### src/logic/pulse_output_pkg.sv
package pulse_output_pkg;

	// widths
	localparam int         ENERGY_W        = 32;
	localparam int         CFG_W           = 16;

	// register byte offsets
	localparam logic [7:0] OFS_CONFIG      = 8'h00;
	localparam logic [7:0] OFS_CAPTURE1    = 8'h04;
	localparam logic [7:0] OFS_CAPTURE2    = 8'h08;
	localparam logic [7:0] OFS_CAPTURE3    = 8'h0C;
	localparam logic [7:0] OFS_STATUS      = 8'h10;

	// config field positions
	localparam int         SRC3_LSB        = 6;
	localparam int         SRC3_MSB        = 8;
	localparam int         BIT_PIN1_DIS    = 9;
	localparam int         BIT_PIN2_DIS    = 10;
	localparam int         BIT_PIN3_DIS    = 11;
	localparam int         BIT_CAP1_EN     = 12;
	localparam int         BIT_CAP2_EN     = 13;
	localparam int         BIT_CAP3_EN     = 14;
	localparam int         BIT_RESERVED    = 15;

	// config reset value and writable bits
	localparam logic [15:0] CONFIG_RESET   = 16'h0E00;
	localparam logic [15:0] CONFIG_WMASK   = 16'h7FFF;

	// lowest reserved code of the third source select
	localparam logic [2:0] SRC3_RESERVED_MIN = 3'h5;

	// status field positions
	localparam int         STAT_PIN_LSB    = 0;
	localparam int         STAT_SUPPRESS3  = 3;

	// ahb transfer type bit that marks nonseq or seq
	localparam int         HTRANS_ACTIVE   = 1;

endpackage

### src/logic/pulse_path_if.sv
`timescale 1ns/10ps
interface pulse_path_if #(
	parameter int EW = 32
);
	logic          strobe;
	logic [EW-1:0] energy;
	logic          pin_disable;
	logic          capture_en;
	logic          suppress;
	logic          pin_out;
	logic [EW-1:0] captured;

	modport ctrl (
		output strobe,
		output energy,
		output pin_disable,
		output capture_en,
		output suppress,
		input  pin_out,
		input  captured
	);

	modport path (
		input  strobe,
		input  energy,
		input  pin_disable,
		input  capture_en,
		input  suppress,
		output pin_out,
		output captured
	);
endinterface

### src/logic/pulse_path_unit.sv
`timescale 1ns/10ps
module pulse_path_unit
	import pulse_output_pkg::*;
#(
	parameter int EW = ENERGY_W
)(
	input  wire logic   hclk,
	input  wire logic   hresetn,
	pulse_path_if.path  pp
);
	logic          pin_ff;
	logic [EW-1:0] captured_ff;
	logic          nxt_pin;
	logic          do_capture;

	// pin only sees the strobe when neither disabled nor suppressed
	assign nxt_pin    = pp.strobe & ~pp.pin_disable & ~pp.suppress;
	// capture ignores the pin disable, the converter keeps running
	assign do_capture = pp.strobe & pp.capture_en & ~pp.suppress;

	// pin is registered so it never glitches on the strobe path
	always_ff @(posedge hclk or negedge hresetn) begin
		if (!hresetn) begin
			pin_ff <= 1'b0;
		end else begin
			pin_ff <= nxt_pin;
		end
	end

	// snapshot holds until the next enabled pulse of this path
	always_ff @(posedge hclk or negedge hresetn) begin
		if (!hresetn) begin
			captured_ff <= '0;
		end else if (do_capture) begin
			captured_ff <= pp.energy;
		end
	end

	assign pp.pin_out  = pin_ff;
	assign pp.captured = captured_ff;
endmodule

### src/logic/pulse_output_gate_latch_ctrl.sv
// The address map and the AHB-Lite interface to the registers were left to the implementer.
`timescale 1ns/10ps
module pulse_output_gate_latch_ctrl
	import pulse_output_pkg::*;
#(
	parameter int EW = ENERGY_W
)(
	input  wire logic          hclk,
	input  wire logic          hresetn,
	input  wire logic          hsel,
	input  wire logic [31:0]   haddr,
	input  wire logic [1:0]    htrans,
	input  wire logic          hwrite,
	input  wire logic [2:0]    hsize,
	input  wire logic [31:0]   hwdata,
	input  wire logic          hready,
	output logic               hreadyout,
	output logic               hresp,
	output logic [31:0]        hrdata,
	input  wire logic [2:0]    conv_pulse,
	input  wire logic [EW-1:0] energy_first,
	input  wire logic [EW-1:0] energy_second,
	input  wire logic [EW-1:0] energy_third,
	output logic               pulse_out_first,
	output logic               pulse_out_second,
	output logic               pulse_out_third,
	output logic [8:0]         lower_select
);
	logic [CFG_W-1:0] cfg_ff;
	logic [7:0]       addr_ff;
	logic             wr_pend_ff;
	logic             rd_pend_ff;

	logic             addr_phase;
	logic             cfg_write;
	logic [2:0]       pin_disable;
	logic [2:0]       capture_en;
	logic [2:0]       pin_level;
	logic [2:0]       pulse3_source_select;
	logic             pulse3_suppressed;
	logic [EW-1:0]    energy_arr   [3];
	logic [EW-1:0]    captured_arr [3];
	logic [31:0]      rd_mux;

	// field decode of the mode register
	assign pin_disable = {cfg_ff[BIT_PIN3_DIS], cfg_ff[BIT_PIN2_DIS],
	                      cfg_ff[BIT_PIN1_DIS]};
	assign capture_en  = {cfg_ff[BIT_CAP3_EN], cfg_ff[BIT_CAP2_EN],
	                      cfg_ff[BIT_CAP1_EN]};
	assign pulse3_source_select = cfg_ff[SRC3_MSB:SRC3_LSB];
	assign pulse3_suppressed = (pulse3_source_select >= SRC3_RESERVED_MIN);
	assign lower_select = cfg_ff[SRC3_MSB:0];

	assign energy_arr[0] = energy_first;
	assign energy_arr[1] = energy_second;
	assign energy_arr[2] = energy_third;

	// one gate and capture unit per pulse path
	generate
		for (genvar i = 0; i < 3; i++) begin : g_path
			pulse_path_if #(.EW(EW)) pp ();
			assign pp.strobe      = conv_pulse[i];
			assign pp.energy      = energy_arr[i];
			assign pp.pin_disable = pin_disable[i];
			assign pp.capture_en  = capture_en[i];
			assign pp.suppress    = (i == 2) ? pulse3_suppressed : 1'b0;
			assign pin_level[i]   = pp.pin_out;
			assign captured_arr[i] = pp.captured;
			pulse_path_unit #(.EW(EW)) u_unit (
				.hclk    (hclk),
				.hresetn (hresetn),
				.pp      (pp.path)
			);
		end
	endgenerate

	assign pulse_out_first  = pin_level[0];
	assign pulse_out_second = pin_level[1];
	assign pulse_out_third  = pin_level[2];

	// bus side: zero wait states, always okay
	assign hreadyout  = 1'b1;
	assign hresp      = 1'b0;
	assign addr_phase = hsel & hready & htrans[HTRANS_ACTIVE];
	assign cfg_write  = wr_pend_ff & (addr_ff == OFS_CONFIG);

	// address phase is latched, the data phase acts on it
	always_ff @(posedge hclk or negedge hresetn) begin
		if (!hresetn) begin
			addr_ff    <= 8'h00;
			wr_pend_ff <= 1'b0;
			rd_pend_ff <= 1'b0;
		end else if (hready) begin
			addr_ff    <= haddr[7:0];
			wr_pend_ff <= addr_phase & hwrite;
			rd_pend_ff <= addr_phase & ~hwrite;
		end
	end

	// reserved bit is masked so it can never hold a one
	always_ff @(posedge hclk or negedge hresetn) begin
		if (!hresetn) begin
			cfg_ff <= CONFIG_RESET;
		end else if (cfg_write) begin
			cfg_ff <= hwdata[CFG_W-1:0] & CONFIG_WMASK;
		end
	end

	// read mux; unmapped addresses read zero
	always_comb begin
		rd_mux = 32'h0000_0000;
		if (addr_ff == OFS_CONFIG) begin
			rd_mux[CFG_W-1:0] = cfg_ff;
		end else if (addr_ff == OFS_CAPTURE1) begin
			rd_mux[EW-1:0] = captured_arr[0];
		end else if (addr_ff == OFS_CAPTURE2) begin
			rd_mux[EW-1:0] = captured_arr[1];
		end else if (addr_ff == OFS_CAPTURE3) begin
			rd_mux[EW-1:0] = captured_arr[2];
		end else if (addr_ff == OFS_STATUS) begin
			rd_mux[STAT_PIN_LSB +: 3] = pin_level;
			rd_mux[STAT_SUPPRESS3]    = pulse3_suppressed;
		end
	end

	// data taken straight from flops during the data phase
	assign hrdata = rd_pend_ff ? rd_mux : 32'h0000_0000;
endmodule

### config.mk
export PLATFORM = sky130hd
export DESIGN_NAME = pulse_output_gate_latch_ctrl
export DESIGN_NICKNAME = d
export VERILOG_FILES = /design/src/logic/pulse_output_pkg.sv /design/src/logic/pulse_path_if.sv /design/src/logic/pulse_path_unit.sv /design/src/logic/pulse_output_gate_latch_ctrl.sv
export SDC_FILE = /design/constraint.sdc
export NUM_CORES = 1
export LEC_CHECK = 0
export BUFFER_PORTS_ARGS = -buffer_cell sky130_fd_sc_hd__buf_4
export CELL_PAD_IN_SITES_DETAIL_PLACEMENT = 1
export CELL_PAD_IN_SITES_GLOBAL_PLACEMENT = 1
export CORE_MARGIN = 1.5
export CORE_UTILIZATION = 30
export DETAILED_ROUTE_END_ITERATION = 16
export PLACE_DENSITY_LB_ADDON = 0.15
export REMOVE_ABC_BUFFERS = 1
export SETUP_SLACK_MARGIN = 0.3
export SKIP_CTS_REPAIR_TIMING = 1
export SLEW_MARGIN = 20
export SYNTH_ARGS = -nofsm -noshare
export SYNTH_HDL_FRONTEND = slang
export SYNTH_SLANG_ARGS = --single-unit
### constraint.sdc
create_clock -name hclk -period 2.3 [get_ports hclk]
set_clock_uncertainty 0.2 [all_clocks]
set_input_delay 0.115 -clock hclk [delete_from_list [all_inputs] [get_ports hclk]]
set_output_delay 0.115 -clock hclk [all_outputs]
set_load 0.01 [all_outputs]
==> results of run 1 <==
==> metrics by stage <==
step                      instances  utilization, %  setup WS [ps]  hold slack [ps]  setup TNS, ps
after floorplan                 404               -           -303             -381          -7250
after global placement          829            39.6           78.5             -152              0
after detailed placement        829            39.6           52.9             -149              0
after CTS                       861            42.7           -422             -607         -11020
after global routing           1007            51.1           -445             52.4         -14210
final                          1007            51.1           -382             56.8         -10730
==> flip-flops by register name (all words and copies together) (netlist names) <==
register / count
g_path.u_unit.pp.pin_out: 3
g_path.u_unit.pp.captured: 96
addr_ff: 8
cfg_ff: 15
rd_pend_ff: 1
wr_pend_ff: 1
==> report_power, final <==
part           total, µW  leakage [µW]  switching [µW]  internal (µW)
Clock               2640      0.000275             968           1680
Sequential          2770       0.00146             217           2550
Combinational       1330       0.00255             492            835
Total               6740       0.00429            1680           5060
==> metal layers <==
layer | global-route usage [%] | wire length (µm) | vias to the layer above
met2 | 30.7 | 9860 | 101
met4 | 6.36 | 247 | 0
met1 | 22.2 | 8210 | 2379
li1 | - | - | 2209
met5 | 0 | 0 | -
met3 | 4.42 | 559 | 18
==> layout make-up <==
class                      count  area (µm²)
clock buffer                  26         489
clock inverter                 6        85.1
fill                        1913        9120
inverter                       3        11.3
multi-input combinational    278        2560
sequential                   124        3110
tap                          234         293
timing repair buffer         336        2970
==> worst paths after layout <==
kind                            slack [ps]                               end  cells past startpoint                        startpoint
min in group hclk                      260  g_path[1].u_unit.pp.captured[26]                      3                 energy_second[26]
worst min register to register         300  g_path[0].u_unit.pp.captured[12]                      1  g_path[0].u_unit.pp.captured[12]
worst max register to register        -100                         cfg_ff[5]                      8                        addr_ff[7]
max in group asynchronous             1080   g_path[2].u_unit.pp.captured[2]                      3                           hresetn
worst min-delay path                    60                        cfg_ff[11]                      2                           hresetn
worst max-delay path                  -380                        hrdata[10]                      5                        addr_ff[7]
==> layout by cell type, fill, tap and decap left out, drive strengths merged <==
cell / Yosys / routed
buf: 23 / 198
mux2: 140 / 140
dlygate4sd3: 0 / 138
dfrtp: 121 / 121
nor2: 31 / 31
clkbuf: 5 / 26
nand2: 19 / 19
a22oi: 17 / 17
mux2i: 15 / 15
o21ai: 15 / 15
nor3: 11 / 11
o221ai: 4 / 4
a211oi: 4 / 4
a31o: 4 / 4
or4: 2 / 3
inv: 3 / 3
dfstp: 3 / 3
nor2b: 3 / 3
conb: 2 / 2
clkinv: 0 / 2
clkinvlp: 0 / 2
bufinv: 0 / 2
or2: 2 / 2
nand2b: 2 / 2
nand3: 2 / 2
nor4: 1 / 1
and3: 1 / 1
nand4: 1 / 1
nand4b: 1 / 1
==> logic make-up (layout without fill, tap and decap cells) <==
group	count (synthesis)	count (layout)	share of synthesized area, %
other	2	2	0.132
and+or+nand+nor	76	77	6.50
DFF	124	124	54.5
AOI/OAI and AO/OA	44	44	5.31
buffers and inverters	31	371	2.63
muxes	155	155	30.9
==> results.cfg, run 1 <==
[run_status]
status = finished with violations
violations = setup timing

[detailed_routing]
drt_iter0_markers = 112
wire_per_inst_um = 18.7
postRouteAntennaNets = 0
routed_wl_mm = 18.9
routed-via-count = 4707
drcViolationCount = 0
vias_per_cell = 4.67
drt-pass1-iter-count = 4

[place]
postPlaceCellArea_um2 = 7380
port_buffers = 171
place.gp.congestion = 0.724
dp_hpwl_mm = 11.8

[yosys]
yosys-top-cells-area = dfrtp_1 (53%), mux2_2 (26%), mux2_4 (2.6%), mux2i_1 (2.6%), a22oi_1 (2.2%)
ys_dominant_reg_cell = dfrtp_1
ys_ff_latch = 124
syn-instance-count = 432
netlist_area_um2 = 5700
ys_seq_area_share_pct = 54.5
syn_area_per_cell_um2 = 13.2
synth_area_leader_cell = dfrtp_1
yosys.area.top_type_share_pct = 53.1
yosys_warnings = 0
synth_cell_types = 32
synthArstFlopShare_pct = 100
synth_edf_count = 0
synth.most_common_cell = mux2_2
synthTopCellsByCount = mux2_2 (130), dfrtp_1 (121), nor2_1 (30)

[cts]
cts_tree = done
root_buffer = clkbuf_16
cts_made_buffers = 17
clockBufferDepth = 2
htreeDepth = 4
clk_latency_ps = 430
cts_sinks = 124
clk_pin_slew_worst_paths_ps = 60

[pwr]
p_total_uw = 6740
p_leak_uw = 0.00429
powerDensity_nw_per_um2 = 708
peakVddDrop_mv = 0.501

[timing]
setup_viol = 47
hold_violations = 0
post-route-period-util_pct = 117
grt_setup_unrepaired = yes
fmax_mhz = 373
worst_slack_ps = -382
min_period_ps = 2680
maxSlewViolCount = 0

[layout]
nets = 933
diodes = 0
fin_area_um2 = 9530
area_growth_pct = 67.1
drive_above_1_share_pct = 52.5

[setup_path]
critPathMaxStageDelay_ps = 620
crit_buf_inv = 1
cp.required_ps = 1990
crit_type = register to output port
cpMostUsedCell = or4_4
start_kind = register
critical_path.top_delay_family = simple AND/OR/NAND/NOR gates
crit_chain = or4_4, or4_4, nor2_2, nor3_1, buf_4
slowest_stage = or4_4
crit_path_end_kind = output port
critPathArrivalTime_ps = 2370
worst-path-max-fanout = 6

[floorplanning]
start_util_pct = 30.6
die_area_um2 = 19800
core_um2 = 18600
die_h_um = 141
rows = 50
ioPinCount = 219
die_w_um = 141

[global_route]
grt_pass1_wl_mm = 26.6
track_usage_pct = 18.0
grt_pass1_vias = 4708
grt_max_degree = 60
antenna_found_initial = 0
grt_overflow_total = 0

[hold_path]
min_path_type = input pin to async pin

[job]
drv_cap = 0
Power figures use the tool's default switching activity.
==> inputs of run 2 (changes only) <==
--- a/config.mk
+++ b/config.mk
@@ -12,6 +12,7 @@
 export CORE_UTILIZATION = 30
 export DETAILED_ROUTE_END_ITERATION = 16
 export PLACE_DENSITY_LB_ADDON = 0.15
+export RECOVER_POWER = 50
 export REMOVE_ABC_BUFFERS = 1
 export SETUP_SLACK_MARGIN = 0.3
 export SKIP_CTS_REPAIR_TIMING = 1
==> run 2 against run 1 <==
  * The flow still finishes with violations (setup timing)
  * Core utilization is 0.23 points lower
  * Register-to-register slack about the same
  * Non-clock buffer count stayed put
  * First-iteration DRC count increased by 9.8%
==> results.cfg, run 2 (synthesis results as in run 1) <==
[job]
drv_cap = 0

[place]
port_buffers = 171
dp_hpwl_mm = 11.8
place.gp.congestion = 0.724

[timing]
fmax_mhz = 373
worst_pin_slew_ps = 1130
slew_headroom_pct = 24.8
worst_slack_ps = -383
maxSlewViolCount = 0
min_period_ps = 2680
hold_violations = 0
grt_setup_unrepaired = yes
post-route-period-util_pct = 117
timing.hold.ws_ps = 262
setup_viol = 47

[hold_path]
hold_end = g_path[1].u_unit.pp.captured[26]
min_path_type = input pin to register
hp-start = energy_second[26]
min_delay_path_depth = 3

[global_route]
antenna_found_initial = 0
grt_pass1_wl_mm = 26.6
track_usage_pct = 18.0
grt_pass1_vias = 4708
grt_overflow_total = 0
grt_max_degree = 60

[cts]
cts_sinks = 124
htreeDepth = 4
root_buffer = clkbuf_16
clk_latency_ps = 430
clockBufferDepth = 2
clk_pin_slew_worst_paths_ps = 60
cts_tree = done
cts_made_buffers = 17

[detailed_routing]
vias_per_cell = 4.67
drt-pass1-iter-count = 4
wire_per_inst_um = 18.8
routed_wl_mm = 18.9
drcViolationCount = 0
drt_iter0_markers = 123
routed-via-count = 4699
postRouteAntennaNets = 0

[run_status]
status = finished with violations
violations = setup timing

[layout]
most-common-layout-cells = buf_4 (185), dlygate4sd3_1 (138), mux2_2 (130)
layout_commonest_cell = buf_4
diodes = 0
largest_register_ff_count = 96
final_core_util_pct = 50.9
area_growth_pct = 66.3
drive_above_1_share_pct = 51.9
nets = 933

[setup_path]
start_kind = register
crit_path_end_kind = output port
r2r_end = cfg_ff[5]
critPathArrivalTime_ps = 2370
crit_type = register to output port
r2r-start = addr_ff[7]
cp.required_ps = 1990
worst-path-max-fanout = 6
r2r_setup_slack_ps = -100
reg2regPathDepth = 8
critPathLaunch = addr_ff[7]

[floorplanning]
core_um2 = 18600
die_area_um2 = 19800
ioPinCount = 219
rows = 50
die_w_um = 141
die_h_um = 141
start_util_pct = 30.6

[pwr]
peakVddDrop_mv = 0.502
powerDensity_nw_per_um2 = 710
p_leak_uw = 0.00426
p_total_uw = 6730
## run 2: cell types whose count changed in the layout (fill, tap and decap cells not counted), sizes merged
cell and delta:
clkbuf +5, buf -5
## run 2: through the flow
step	setup WS (ps)	cell area (µm²)	setup TNS (ps)	instances
after floorplan	-303	5560	-7250	404
after CTS	-422	7960	-11020	861
after global routing	-445	9480	-14210	1007
after detailed placement	52.9	7380	0	829
final	-383	9480	-10780	1007
after global placement	78.5	7380	0	829
## run 2: final cells by class
cell class                 instances  area (µm²)
clock buffer                      26         489
inverter                           3        11.3
clock inverter                     6        85.1
fill                            1917        9160
sequential                       124        3110
timing repair buffer             336        2930
multi-input combinational        278        2560
tap                              234         293
## run 2: worst max-delay path by stage
stage,slack [ps],end,cells past startpoint
final,-380,hrdata[10],5
after global routing,-440,hrdata[10],5
after CTS,-420,hrdata[27],6
after detailed placement,50,hrdata[27],6
after global placement,80,hrdata[27],6
after floorplan,-300,hrdata[15],3
## run 2: worst max-delay path: stages (launching register included)
cell and delay, ps:
dfrtp_1 380, or4_4 570, or4_4 620, nor2_2 140
nor3_1 70, buf_4 150
## run 2: report_power, final
group / internal [µW] / leakage (µW) / switching, µW
combinational: 827 / 0.00253 / 492
clock: 1680 / 0.000275 / 969
sequential: 2550 / 0.00146 / 216
total: 5050 / 0.00426 / 1680
## run 2: layer usage
metal	share of wire (%)	vias to the layer above	track usage [%]	routed length (µm)
li1	-	2209	-	-
met1	44	2373	22.2	8270
met2	52	99	30.7	9870
met3	2.9	18	4.42	544
met4	1.3	0	6.36	247
met5	0	-	0	0
